$ cat config.mk
export PLATFORM = sky130hd
export DESIGN_NAME = oms_sequencer
export DESIGN_NICKNAME = d
export VERILOG_FILES = /design/src/core/oms_pkg.sv /design/src/core/oms_sequencer.sv
export SDC_FILE = /design/constraint.sdc
export NUM_CORES = 1
export LEC_CHECK = 0
export BUFFER_PORTS_ARGS = -buffer_cell sky130_fd_sc_hd__buf_4
export CORE_AREA = 10 10 120 122
export CTS_CLUSTER_SIZE = 28
export DETAILED_ROUTE_END_ITERATION = 10
export DIE_AREA = 0 0 130 132
export PLACE_DENSITY = 0.74
export SETUP_SLACK_MARGIN = 0.2
export SYNTH_ARGS = -nofsm -noshare
export SYNTH_HDL_FRONTEND = slang
export SYNTH_SLANG_ARGS = --single-unit
$ cat constraint.sdc
create_clock -name CLK -period 9.7 [get_ports CLK]
set_input_delay 0.97 -clock CLK [delete_from_list [all_inputs] [get_ports CLK]]
set_output_delay 0.97 -clock CLK [all_outputs]
set_load 0.01 [all_outputs]
$ cat src/core/oms_pkg.sv
/*
  Package for the operating mode sequencer: register offsets, field
  positions, reset values, mode codes, states and the sample tick divider.
  Assumes a 100 MHz core clock and 7-bit register addresses.
*/
package oms_pkg;
  // Register offsets
  localparam logic [6:0] OMS_ADDR_STATUS = 7'h00;
  localparam logic [6:0] OMS_ADDR_MODE = 7'h10;
  localparam logic [6:0] OMS_ADDR_LED1 = 7'h22;
  localparam logic [6:0] OMS_ADDR_LED2 = 7'h23;
  localparam logic [6:0] OMS_ADDR_LED3 = 7'h24;
  localparam logic [6:0] OMS_ADDR_CLKCTL = 7'h4b;
  // Field positions and values
  localparam int OMS_CLK_EN_BIT = 7;
  localparam int OMS_FIFO_CLR_BIT = 15;
  localparam int OMS_SLEW_LO = 4;
  localparam int OMS_SLEW_HI = 6;
  localparam int OMS_INT_W = 8;
  localparam logic [15:0] OMS_REG_RESET = 16'h0000;
  localparam logic [1:0] OMS_MODE_STANDBY = 2'h0;
  localparam logic [1:0] OMS_MODE_PROGRAM = 2'h1;
  localparam logic [1:0] OMS_MODE_NORMAL = 2'h2;
  // Sample clock timing
  localparam int OMS_CLK_HZ = 100_000_000;
  localparam int OMS_SAMPLE_HZ = 32_000;
  localparam int OMS_TICK_DIV = OMS_CLK_HZ / OMS_SAMPLE_HZ;
  localparam logic [11:0] OMS_TICK_LAST = 12'(OMS_TICK_DIV - 1);
  localparam logic [11:0] OMS_TICK_ZERO = 12'h000;

  typedef enum {OMS_ST_STANDBY, OMS_ST_PROGRAM, OMS_ST_NORMAL, OMS_ST_HANG} oms_state_t;

  // Slew-rate selections of the three LED current sinks
  typedef struct packed {
    logic [2:0] led3;
    logic [2:0] led2;
    logic [2:0] led1;
  } oms_slew_t;
endpackage

$ cat src/core/oms_sequencer.sv
/*
  Operating mode sequencer: mode register, sample clock enable, status
  clear writes and LED slew configuration, with the mode state machine.
  Assumes the register port is driven by logic on CLK (one strobe a cycle).
*/
// Notes on behaviour
// Resets into standby, mode register reads zero.
// Clock enable bit starts 32 kHz sample tick.
// No mode change while sample clock stopped.
// Mode one requests program, needs clock too.
// Host configures registers while in program mode.
// Mode two starts normal sampling.
// Host stops via program, then standby.
// Status write clears interrupts, 0x80FF empties FIFO.
// Clock disabled outside standby locks machine until reset.
// Host clears clock enable only in standby.
// Each LED driver has slew field bits 6:4.
// Status bit 15 write empties the FIFO.
// Mode values above two are ignored.
`timescale 1ns/1ps
`default_nettype none
module oms_sequencer (
  input wire logic CLK,
  input wire logic RST,
  input wire logic [6:0] REG_ADDR,
  input wire logic [15:0] REG_WDATA,
  input wire logic REG_WR,
  input wire logic REG_RD,
  input wire logic [7:0] INT_EVENTS,
  output logic [15:0] REG_RDATA,
  output logic [1:0] MODE,
  output logic SAMPLING,
  output logic HUNG,
  output logic SAMPLE_TICK,
  output logic FIFO_CLEAR,
  output oms_pkg::oms_slew_t LED_SLEW
);
  import oms_pkg::*;

  oms_state_t state_r, state_nxt;
  logic [1:0] req_r;
  logic [15:0] clkctl_r;
  logic [15:0] led_r [3];
  logic [7:0] int_r;
  logic [11:0] cnt_r;
  logic [1:0] mode_nxt;

  // Address decode
  wire wr_status = REG_WR && (REG_ADDR == OMS_ADDR_STATUS);
  wire wr_mode = REG_WR && (REG_ADDR == OMS_ADDR_MODE);
  wire wr_clkctl = REG_WR && (REG_ADDR == OMS_ADDR_CLKCTL);
  wire clk_en = clkctl_r[OMS_CLK_EN_BIT];
  wire tick_now = clk_en && (cnt_r == OMS_TICK_LAST);
  // Mode values above normal do not count as requests
  wire mode_ok = (REG_WDATA <= 16'(OMS_MODE_NORMAL));
  // The hazard: clearing the enable outside standby strands the machine
  wire hang_hit = wr_clkctl && !REG_WDATA[OMS_CLK_EN_BIT] &&
                  (state_r == OMS_ST_PROGRAM || state_r == OMS_ST_NORMAL);
  // stale tick dropped
  // A tick already in flight when the enable drops must not move the machine
  wire step_ok = SAMPLE_TICK && clk_en;

  // Next state of the mode machine
  always_comb begin
    state_nxt = state_r;
    case (state_r)
      OMS_ST_HANG: state_nxt = OMS_ST_HANG;
      default: begin
        if (hang_hit) begin
          // locked until reset
          state_nxt = OMS_ST_HANG;
        end else if (step_ok) begin
          // move only on a sample tick
          case (req_r)
            OMS_MODE_PROGRAM: state_nxt = OMS_ST_PROGRAM;
            OMS_MODE_NORMAL: state_nxt = OMS_ST_NORMAL;
            default: state_nxt = OMS_ST_STANDBY;
          endcase
        end
      end
    endcase
  end

  // Applied mode code; a hung machine keeps showing the old code
  always_comb begin
    case (state_nxt)
      OMS_ST_PROGRAM: mode_nxt = OMS_MODE_PROGRAM;
      OMS_ST_NORMAL: mode_nxt = OMS_MODE_NORMAL;
      OMS_ST_HANG: mode_nxt = MODE;
      default: mode_nxt = OMS_MODE_STANDBY;
    endcase
  end

  // state and mode start in standby
  always_ff @(posedge CLK or posedge RST) begin
    if (RST) begin
      state_r <= OMS_ST_STANDBY;
      MODE <= OMS_MODE_STANDBY;
      SAMPLING <= 1'b0;
      HUNG <= 1'b0;
    end else begin
      state_r <= state_nxt;
      MODE <= mode_nxt;
      // sampling runs in normal mode
      SAMPLING <= (state_nxt == OMS_ST_NORMAL);
      HUNG <= (state_nxt == OMS_ST_HANG);
    end
  end

  // Mode request register
  always_ff @(posedge CLK or posedge RST) begin
    if (RST) begin
      req_r <= OMS_MODE_STANDBY;
    end else if (wr_mode && mode_ok) begin
      // bad codes dropped
      req_r <= REG_WDATA[1:0];
    end
  end

  // sample tick divider runs only while enabled
  always_ff @(posedge CLK or posedge RST) begin
    if (RST) begin
      cnt_r <= OMS_TICK_ZERO;
      SAMPLE_TICK <= 1'b0;
    end else begin
      // no new ticks while stopped; a tick already registered still shows for one cycle
      cnt_r <= (!clk_en || tick_now) ? OMS_TICK_ZERO : cnt_r + 12'h001;
      SAMPLE_TICK <= tick_now;
    end
  end

  // Clock control register
  always_ff @(posedge CLK or posedge RST) begin
    if (RST) begin
      clkctl_r <= OMS_REG_RESET;
    end else if (wr_clkctl) begin
      clkctl_r <= REG_WDATA;
    end
  end

  // three LED configuration registers
  genvar gi;
  generate
    for (gi = 0; gi < 3; gi++) begin : g_led
      always_ff @(posedge CLK or posedge RST) begin
        if (RST) begin
          led_r[gi] <= OMS_REG_RESET;
        end else if (REG_WR && REG_ADDR == OMS_ADDR_LED1 + 7'(gi)) begin
          led_r[gi] <= REG_WDATA;
        end
      end
    end
  endgenerate

  // Slew selections leave straight from flops
  always_ff @(posedge CLK or posedge RST) begin
    if (RST) begin
      LED_SLEW <= '0;
    end else begin
      LED_SLEW.led1 <= led_r[0][OMS_SLEW_HI:OMS_SLEW_LO];
      LED_SLEW.led2 <= led_r[1][OMS_SLEW_HI:OMS_SLEW_LO];
      LED_SLEW.led3 <= led_r[2][OMS_SLEW_HI:OMS_SLEW_LO];
    end
  end

  // write-one clears flags; a new event wins over the clear
  always_ff @(posedge CLK or posedge RST) begin
    if (RST) begin
      int_r <= 8'h00;
      FIFO_CLEAR <= 1'b0;
    end else begin
      int_r <= (int_r & ~(wr_status ? REG_WDATA[OMS_INT_W-1:0] : 8'h00)) | INT_EVENTS;
      // one-cycle FIFO empty pulse
      FIFO_CLEAR <= wr_status && REG_WDATA[OMS_FIFO_CLR_BIT];
    end
  end

  // Read mux; unmapped addresses read zero
  wire [15:0] rd_mux =
    (REG_ADDR == OMS_ADDR_STATUS) ? {8'h00, int_r} :
    (REG_ADDR == OMS_ADDR_MODE) ? {14'h0, MODE} :
    (REG_ADDR == OMS_ADDR_LED1) ? led_r[0] :
    (REG_ADDR == OMS_ADDR_LED2) ? led_r[1] :
    (REG_ADDR == OMS_ADDR_LED3) ? led_r[2] :
    (REG_ADDR == OMS_ADDR_CLKCTL) ? clkctl_r : 16'h0000;

  // Read data held until the next read
  always_ff @(posedge CLK or posedge RST) begin
    if (RST) begin
      REG_RDATA <= OMS_REG_RESET;
    end else if (REG_RD) begin
      REG_RDATA <= rd_mux;
    end
  end

  // Checks on the mode machine and register effects
  a_hang_stays: assert property (@(posedge CLK) disable iff (RST)
    HUNG |=> HUNG && $stable(MODE)) else $error("hang state left");
  a_hang_entry: assert property (@(posedge CLK) disable iff (RST)
    hang_hit |=> HUNG) else $error("clock clear outside standby not hung");
  a_clk_off_still: assert property (@(posedge CLK) disable iff (RST)
    !clk_en && !hang_hit |=> $stable(state_r)) else $error("moved with clock off");
  a_prog_tick: assert property (@(posedge CLK) disable iff (RST)
    step_ok && req_r == OMS_MODE_PROGRAM && !HUNG && !hang_hit |=>
      MODE == OMS_MODE_PROGRAM) else $error("program request not applied");
  a_normal_sample: assert property (@(posedge CLK) disable iff (RST)
    step_ok && req_r == OMS_MODE_NORMAL && !HUNG && !hang_hit |=>
      SAMPLING && MODE == OMS_MODE_NORMAL)
    else $error("normal request without sampling");
  a_tick_spacing: assert property (@(posedge CLK) disable iff (RST)
    SAMPLE_TICK |=> !SAMPLE_TICK [*8]) else $error("ticks too close");
  a_bad_mode: assert property (@(posedge CLK) disable iff (RST)
    wr_mode && !mode_ok |=> $stable(req_r)) else $error("bad mode code taken");
  a_fifo_clear: assert property (@(posedge CLK) disable iff (RST)
    wr_status && REG_WDATA[OMS_FIFO_CLR_BIT] |=> FIFO_CLEAR ##1 !FIFO_CLEAR)
    else $error("FIFO clear pulse wrong");
  a_int_clear: assert property (@(posedge CLK) disable iff (RST)
    wr_status && REG_WDATA[7:0] == 8'hff && INT_EVENTS == 8'h00 |=> int_r == 8'h00)
    else $error("interrupt flags not cleared");
  a_slew_field: assert property (@(posedge CLK) disable iff (RST)
    REG_WR && REG_ADDR == OMS_ADDR_LED1 |=> ##1 LED_SLEW.led1 == $past(REG_WDATA[6:4], 2))
    else $error("slew field not applied");
endmodule // oms_sequencer
`default_nettype wire

==> flow_metrics.env, run 1 <==
export IMPL_status="complete, no violations"
export IMPL_cp_required_ns=10.00
export IMPL_final_setup_viol_count=0
export IMPL_dieArea_sq_um=17160
export IMPL_cpPeakStageDelay_ns=1.08
export IMPL_p_clk_frac=0.474
export IMPL_hp_class="reg2reg"
export IMPL_syn_num_nets=548
export IMPL_worstMarginPinSlew_ns=1.242
export IMPL_initial_core_util=0.5405
export IMPL_die_h_um=132
export IMPL_grt_max_degree=86
export IMPL_place_hpwl_um=9958
export IMPL_tns_ns=0
export IMPL_wl_um=14810
export IMPL_netlist_area_sq_um=6439
export IMPL_r2r_setup_slack_ns=7.72
export IMPL_r2r_end="MODE[1]"
export IMPL_yosysWarnings=0
export IMPL_drt_first_iter_violations=397
export IMPL_min_from="led_r[5]"
export IMPL_area_growth_pct=18.50
export IMPL_cp_max_fo=22
export IMPL_drv_slew=0
export IMPL_place_area_sq_um=7005
export IMPL_period_share=0.3152
export IMPL_hold_viol_final=0
export IMPL_cts_clk_slew_worst_paths_ns=0.06
export IMPL_cpMaxStageDelayCell="nor4bb_1"
export IMPL_antenna_found_initial=0
export IMPL_routed_via_density=6.000
export IMPL_worst_setup_path_end_kind="flop"
export IMPL_grt_pass1_vias=4592
export IMPL_p_seq_frac=0.462
export IMPL_coreArea_sq_um=11910
export IMPL_max_slew_margin=0.1605
export IMPL_drc=0
export IMPL_root_buffer="clkbuf_16"
export IMPL_nets=609
export IMPL_synth_ff_type="dfrtp_1"
export IMPL_final_cell_mix="dfrtp_1, buf_4, mux2_2"
export IMPL_synthesis_instances=511
export IMPL_hold_depth=0
export IMPL_rsz0062_at_grt="false"
export IMPL_critPathArrivalTime_ns=3.35
export IMPL_insertion_delay_ns=0.41
export IMPL_synth_top_area_cell="dfrtp_1"
export IMPL_fin_cells=732
export IMPL_cts_tree="built"
export IMPL_cts_buffers=17
export IMPL_startpoint_type="input port"
export IMPL_power_density_nw_per_um2=189.0
export IMPL_ir_worst_vdd_uv=117.9
export IMPL_drt_pass1_iterations=5
export IMPL_cp_cell_sequence="buf_4 -> nor4bb_1 -> and2_1 -> a221oi_1 -> o31ai_1"
export IMPL_route_vias_total=4392
export IMPL_ys_types=55
export IMPL_antennaDiodeCount=0
export IMPL_routabilityCongestion=0.8859
export IMPL_synth_area_top_cells="dfrtp_1, mux2_2, mux2_4, and2_1, a221oi_1"
export IMPL_postCtsSetupRepairBufs=0
export IMPL_fin_area_sq_um=7630
export IMPL_r2r_start="state_r[4]"
export IMPL_ys_ff_latch=149
export IMPL_max_cap_violations=0
export IMPL_cts_hold_buf=0
export IMPL_pin_count=66
export IMPL_holdPathEnd="LED_SLEW[7]"
export IMPL_cp_buffers_inverters=1
export IMPL_n_fill_cell=896
export IMPL_ctsLongestPathBuffers=2
export IMPL_rows=40
export IMPL_synth_edf_count=0
export IMPL_avgSynthCellArea_sq_um=12.60
export IMPL_cts_resized=0
export IMPL_intPower_mw=1.130
export IMPL_leakage_nw=3.672
export IMPL_power_share_switching=0.2164
export IMPL_grt_first_pass_wirelength_um=24270
export IMPL_synth_async_reset_ratio=1.000
export IMPL_drive_gt1_frac=0.3060
export IMPL_comb_power_share=0.064
export IMPL_critPathTopFamily="simple AND/OR/NAND/NOR gates"
export IMPL_clock_sinks=149
export IMPL_ys_seq_area_frac=0.5791
export IMPL_reg2regPathDepth=4
export IMPL_gr_total_overflow=0
export IMPL_period_needed_ns=3.058
export IMPL_htreeDepth=4
export IMPL_io_buffers=65
export IMPL_die_w_um=130
export IMPL_path_class="in2reg"
export IMPL_dp_cells=700
export IMPL_switchingPower_mw=0.3120
export IMPL_layout_commonest_cell="dfrtp_1"
export IMPL_fin_skew_ns=0.004595
export IMPL_routedWlPerCell_um=20.23
export IMPL_track_usage=0.1792
export IMPL_ant_nets=0
export IMPL_yosysTopAreaCellShare=0.5791
export IMPL_fmax_ghz=0.3270
[synthesized netlist by cell type (all sizes together) (7+ instances only)]
cell and instances:
nor2 22, dfrtp 149, mux2 66, a31oi 9
inv 7, nand4 8, clkbuf 15, nand3 20
a21o 13, nor4 12, a221oi 16, nor3 7
and2 37, buf 11, o31ai 7, a21oi 11
nor2b 9, nand2 26
[layer usage]
layer / track usage / share of wire
met5: 0 / 0
met4: 0.06000 / 0.015
met3: 0.05632 / 0.065
met2: 0.2906 / 0.50
met1: 0.2198 / 0.42
[power by group through the flow]
stage / Clock (mW) / Sequential [mW] / Combinational, mW
2_1_floorplan: 0 / 0.675 / 0.0522
3_3_place_gp: 0 / 0.676 / 0.0899
3_5_place_dp: 0 / 0.677 / 0.0925
4_1_cts: 0.691 / 0.666 / 0.0933
5_1_grt: 0.723 / 0.669 / 0.102
6_report: 0.683 / 0.666 / 0.0921
[worst max path at each step]
stage                      startpoint       endpoint  slack [ns]  cells after the start
after CTS                 REG_ADDR[0]  REG_RDATA[13]        6.68                      5
final                     REG_ADDR[0]  REG_RDATA[13]        6.64                      5
after global routing      REG_ADDR[0]  REG_RDATA[13]        6.52                      5
after floorplan                   RST     FIFO_CLEAR        4.72                      1
after global placement    REG_ADDR[0]  REG_RDATA[11]        6.42                      5
after detailed placement  REG_ADDR[0]  REG_RDATA[11]        6.39                      5
[kinds of logic after synthesis]
family	Yosys count	synth area share
DFF	149	0.5791
xor gates and xnor gates	9	0.01224
and+or+nand+nor	168	0.1545
buffers and inverters	33	0.02468
AOI/OAI and AO/OA	80	0.09230
adders and majority gates	2	0.003886
muxes	70	0.1333
[through the flow]
step | util | power [mW] | setup slack, ns | hold WS [ns]
CTS | 0.6405 | 1.450 | 6.679 | 0.4103
global route | 0.6405 | 1.493 | 6.518 | 0.4202
floorplan | - | 0.7269 | 4.722 | 0.3665
finish | 0.6405 | 1.442 | 6.642 | 0.4119
detailed placement | 0.5881 | 0.7696 | 6.389 | 0.3955
global placement | 0.5881 | 0.7655 | 6.424 | 0.3859
[area by class of cell]
type / instances / area [sq um] / share of cell area
sequential: 149 / 3729 / 0.4887
multi-input combinational: 329 / 2551 / 0.3344
timing repair buffer: 68 / 510.5 / 0.06691
clock buffer: 19 / 442.9 / 0.05805
tap: 147 / 183.9 / 0.02411
clock inverter: 13 / 181.4 / 0.02378
inverter: 7 / 31.28 / 0.004100
[state kept, by name, summed over array words and instances, names as in the netlist]
| name | cells |
|---|---|
| FIFO_CLEAR | 1 |
| HUNG | 1 |
| LED_SLEW | 9 |
| MODE | 2 |
| REG_RDATA | 16 |
| SAMPLE_TICK | 1 |
| SAMPLING | 1 |
| clkctl_r | 16 |
| cnt_r | 12 |
| int_r | 8 |
| led_r | 48 |
| req_r | 2 |
| state_r | 32 |
Note: power is estimated with default switching activity, not from simulation.
==> inputs of run 2 (changes only) <==
==> constraint.sdc (replaced) <==
create_clock -name CLK -period 3 [get_ports CLK]
set_input_delay 0.3 -clock CLK [delete_from_list [all_inputs] [get_ports CLK]]
set_output_delay 0.3 -clock CLK [all_outputs]
set_load 0.01 [all_outputs]
==> flow_metrics.env, run 2 (synthesis results as in run 1) <==
export IMPL_hold_viol_final=0
export IMPL_coreArea_sq_um=11910
export IMPL_critPathCapture="MODE[1]"
export IMPL_cp_buffers_inverters=0
export IMPL_routabilityCongestion=0.8390
export IMPL_path_depth=4
export IMPL_initial_core_util=0.5405
export IMPL_fmax_ghz=0.5330
export IMPL_cpMaxStageDelayCell="nor4_1"
export IMPL_track_usage=0.1890
export IMPL_cpPeakStageDelay_ns=0.51
export IMPL_gr_total_overflow=0
export IMPL_clock_sinks=149
export IMPL_power_density_nw_per_um2=595.1
export IMPL_io_buffers=65
export IMPL_startpoint_type="flop"
export IMPL_insertion_delay_ns=0.43
export IMPL_wl_um=15290
export IMPL_path_class="reg2reg"
export IMPL_r2r_start="state_r[4]"
export IMPL_cts_tree="built"
export IMPL_route_vias_total=4436
export IMPL_min_from="INT_EVENTS[7]"
export IMPL_reg_largest_list="led_r: 48 flops, state_r: 32 flops"
export IMPL_dieArea_sq_um=17160
export IMPL_total_power_mw=4.572
export IMPL_routedWlPerCell_um=20.63
export IMPL_drc=0
export IMPL_cp_max_fo=5
export IMPL_worstMarginPinSlew_ns=0.9579
export IMPL_reg2regPathDepth=4
export IMPL_final_setup_viol_count=0
export IMPL_largest_reg_flops=48
export IMPL_leakage_nw=3.696
export IMPL_critPathTopFamily="simple AND/OR/NAND/NOR gates"
export IMPL_rsz0062_at_grt="false"
export IMPL_routed_via_density=5.987
export IMPL_postCtsSetupRepairBufs=0
export IMPL_cts_resized=0
export IMPL_r2r_end="MODE[1]"
export IMPL_pin_count=66
export IMPL_cts_clk_slew_worst_paths_ns=0.06
export IMPL_antennaDiodeCount=0
export IMPL_max_cap_violations=0
export IMPL_ant_nets=0
export IMPL_cp_cell_sequence="nor4_1 -> and4_1 -> nand4_1 -> o221a_2"
export IMPL_largest_register="led_r"
export IMPL_layout_commonest_cell="dfrtp_1"
export IMPL_ir_worst_vdd_uv=422.6
export IMPL_ctsLongestPathBuffers=2
export IMPL_cts_hold_buf=0
export IMPL_cp_required_ns=3.31
export IMPL_root_buffer="clkbuf_16"
export IMPL_place_area_sq_um=7097
export IMPL_fin_area_sq_um=7682
export IMPL_die_h_um=132
export IMPL_place_hpwl_um=10410
export IMPL_status="complete, no violations"
export IMPL_critPathArrivalTime_ns=2.19
export IMPL_rows=40
export IMPL_cts_buffers=17
export IMPL_antenna_found_initial=0
export IMPL_grt_max_degree=53
export IMPL_max_slew_margin=0.3601
export IMPL_drt_pass1_iterations=5
export IMPL_final_cell_mix="dfrtp_1, buf_4, mux2_2"
export IMPL_drv_slew=0
export IMPL_hp_class="in2reg"
export IMPL_period_needed_ns=1.876
export IMPL_drive_gt1_frac=0.3098
export IMPL_period_share=0.6254
export IMPL_crit_path_start="state_r[4]"
export IMPL_area_growth_pct=19.32
export IMPL_r2r_setup_slack_ns=1.12
export IMPL_tns_ns=0
export IMPL_drt_first_iter_violations=390
export IMPL_htreeDepth=4
export IMPL_nets=618
export IMPL_worst_setup_path_end_kind="flop"
export IMPL_grt_pass1_vias=4766
export IMPL_grt_first_pass_wirelength_um=25450
export IMPL_die_w_um=130
export IMPL_fin_skew_ns=0.01386
==> run 2: how the worst min path moves through the flow <==
| stage | cells past startpoint | end |
|---|---|---|
| floorplan | 0 | LED_SLEW[5] |
| global placement | 0 | LED_SLEW[7] |
| detailed placement | 0 | LED_SLEW[5] |
| CTS | 2 | int_r[7] |
| global route | 2 | int_r[7] |
| finish | 2 | int_r[7] |
==> run 2: cell type report <==
type	instances	area, sq um
inverter	7	30.03
timing repair buffer	77	603.1
clock inverter	9	127.6
tap	147	183.9
sequential	149	3729
clock buffer	23	457.9
fill	901	4229
multi-input combinational	329	2551
==> run 2: power by group <==
| group | leakage [nW] | switching, mW | internal, mW | total (mW) |
|---|---|---|---|---|
| clock network | 0.277 | 0.786 | 1.32 | 2.11 |
| registers | 1.99 | 0.0520 | 2.10 | 2.15 |
| logic | 1.43 | 0.159 | 0.149 | 0.308 |
| total | 3.70 | 0.997 | 3.57 | 4.57 |
==> run 2: through the flow <==
stage	worst slack, ns	std cells	hold WS [ns]	utilization
3_5_place_dp	0.8034	709	0.3857	0.5958
2_1_floorplan	0.8250	511	0.3665	-
4_1_cts	1.092	741	0.04476	0.6450
5_1_grt	0.9543	741	0.05197	0.6450
3_3_place_gp	0.8264	709	0.3863	0.5958
6_report	1.124	741	0.06114	0.6450
==> run 2: routing by layer <==
| layer | vias up | wire length, um | track usage |
|---|---|---|---|
| met5 | - | 0 | 0 |
| met4 | 0 | 175 | 0.06000 |
| met3 | 21 | 1000 | 0.05632 |
| met2 | 148 | 7654 | 0.3050 |
| met1 | 2245 | 6455 | 0.2363 |
| li1 | 2022 | - | - |
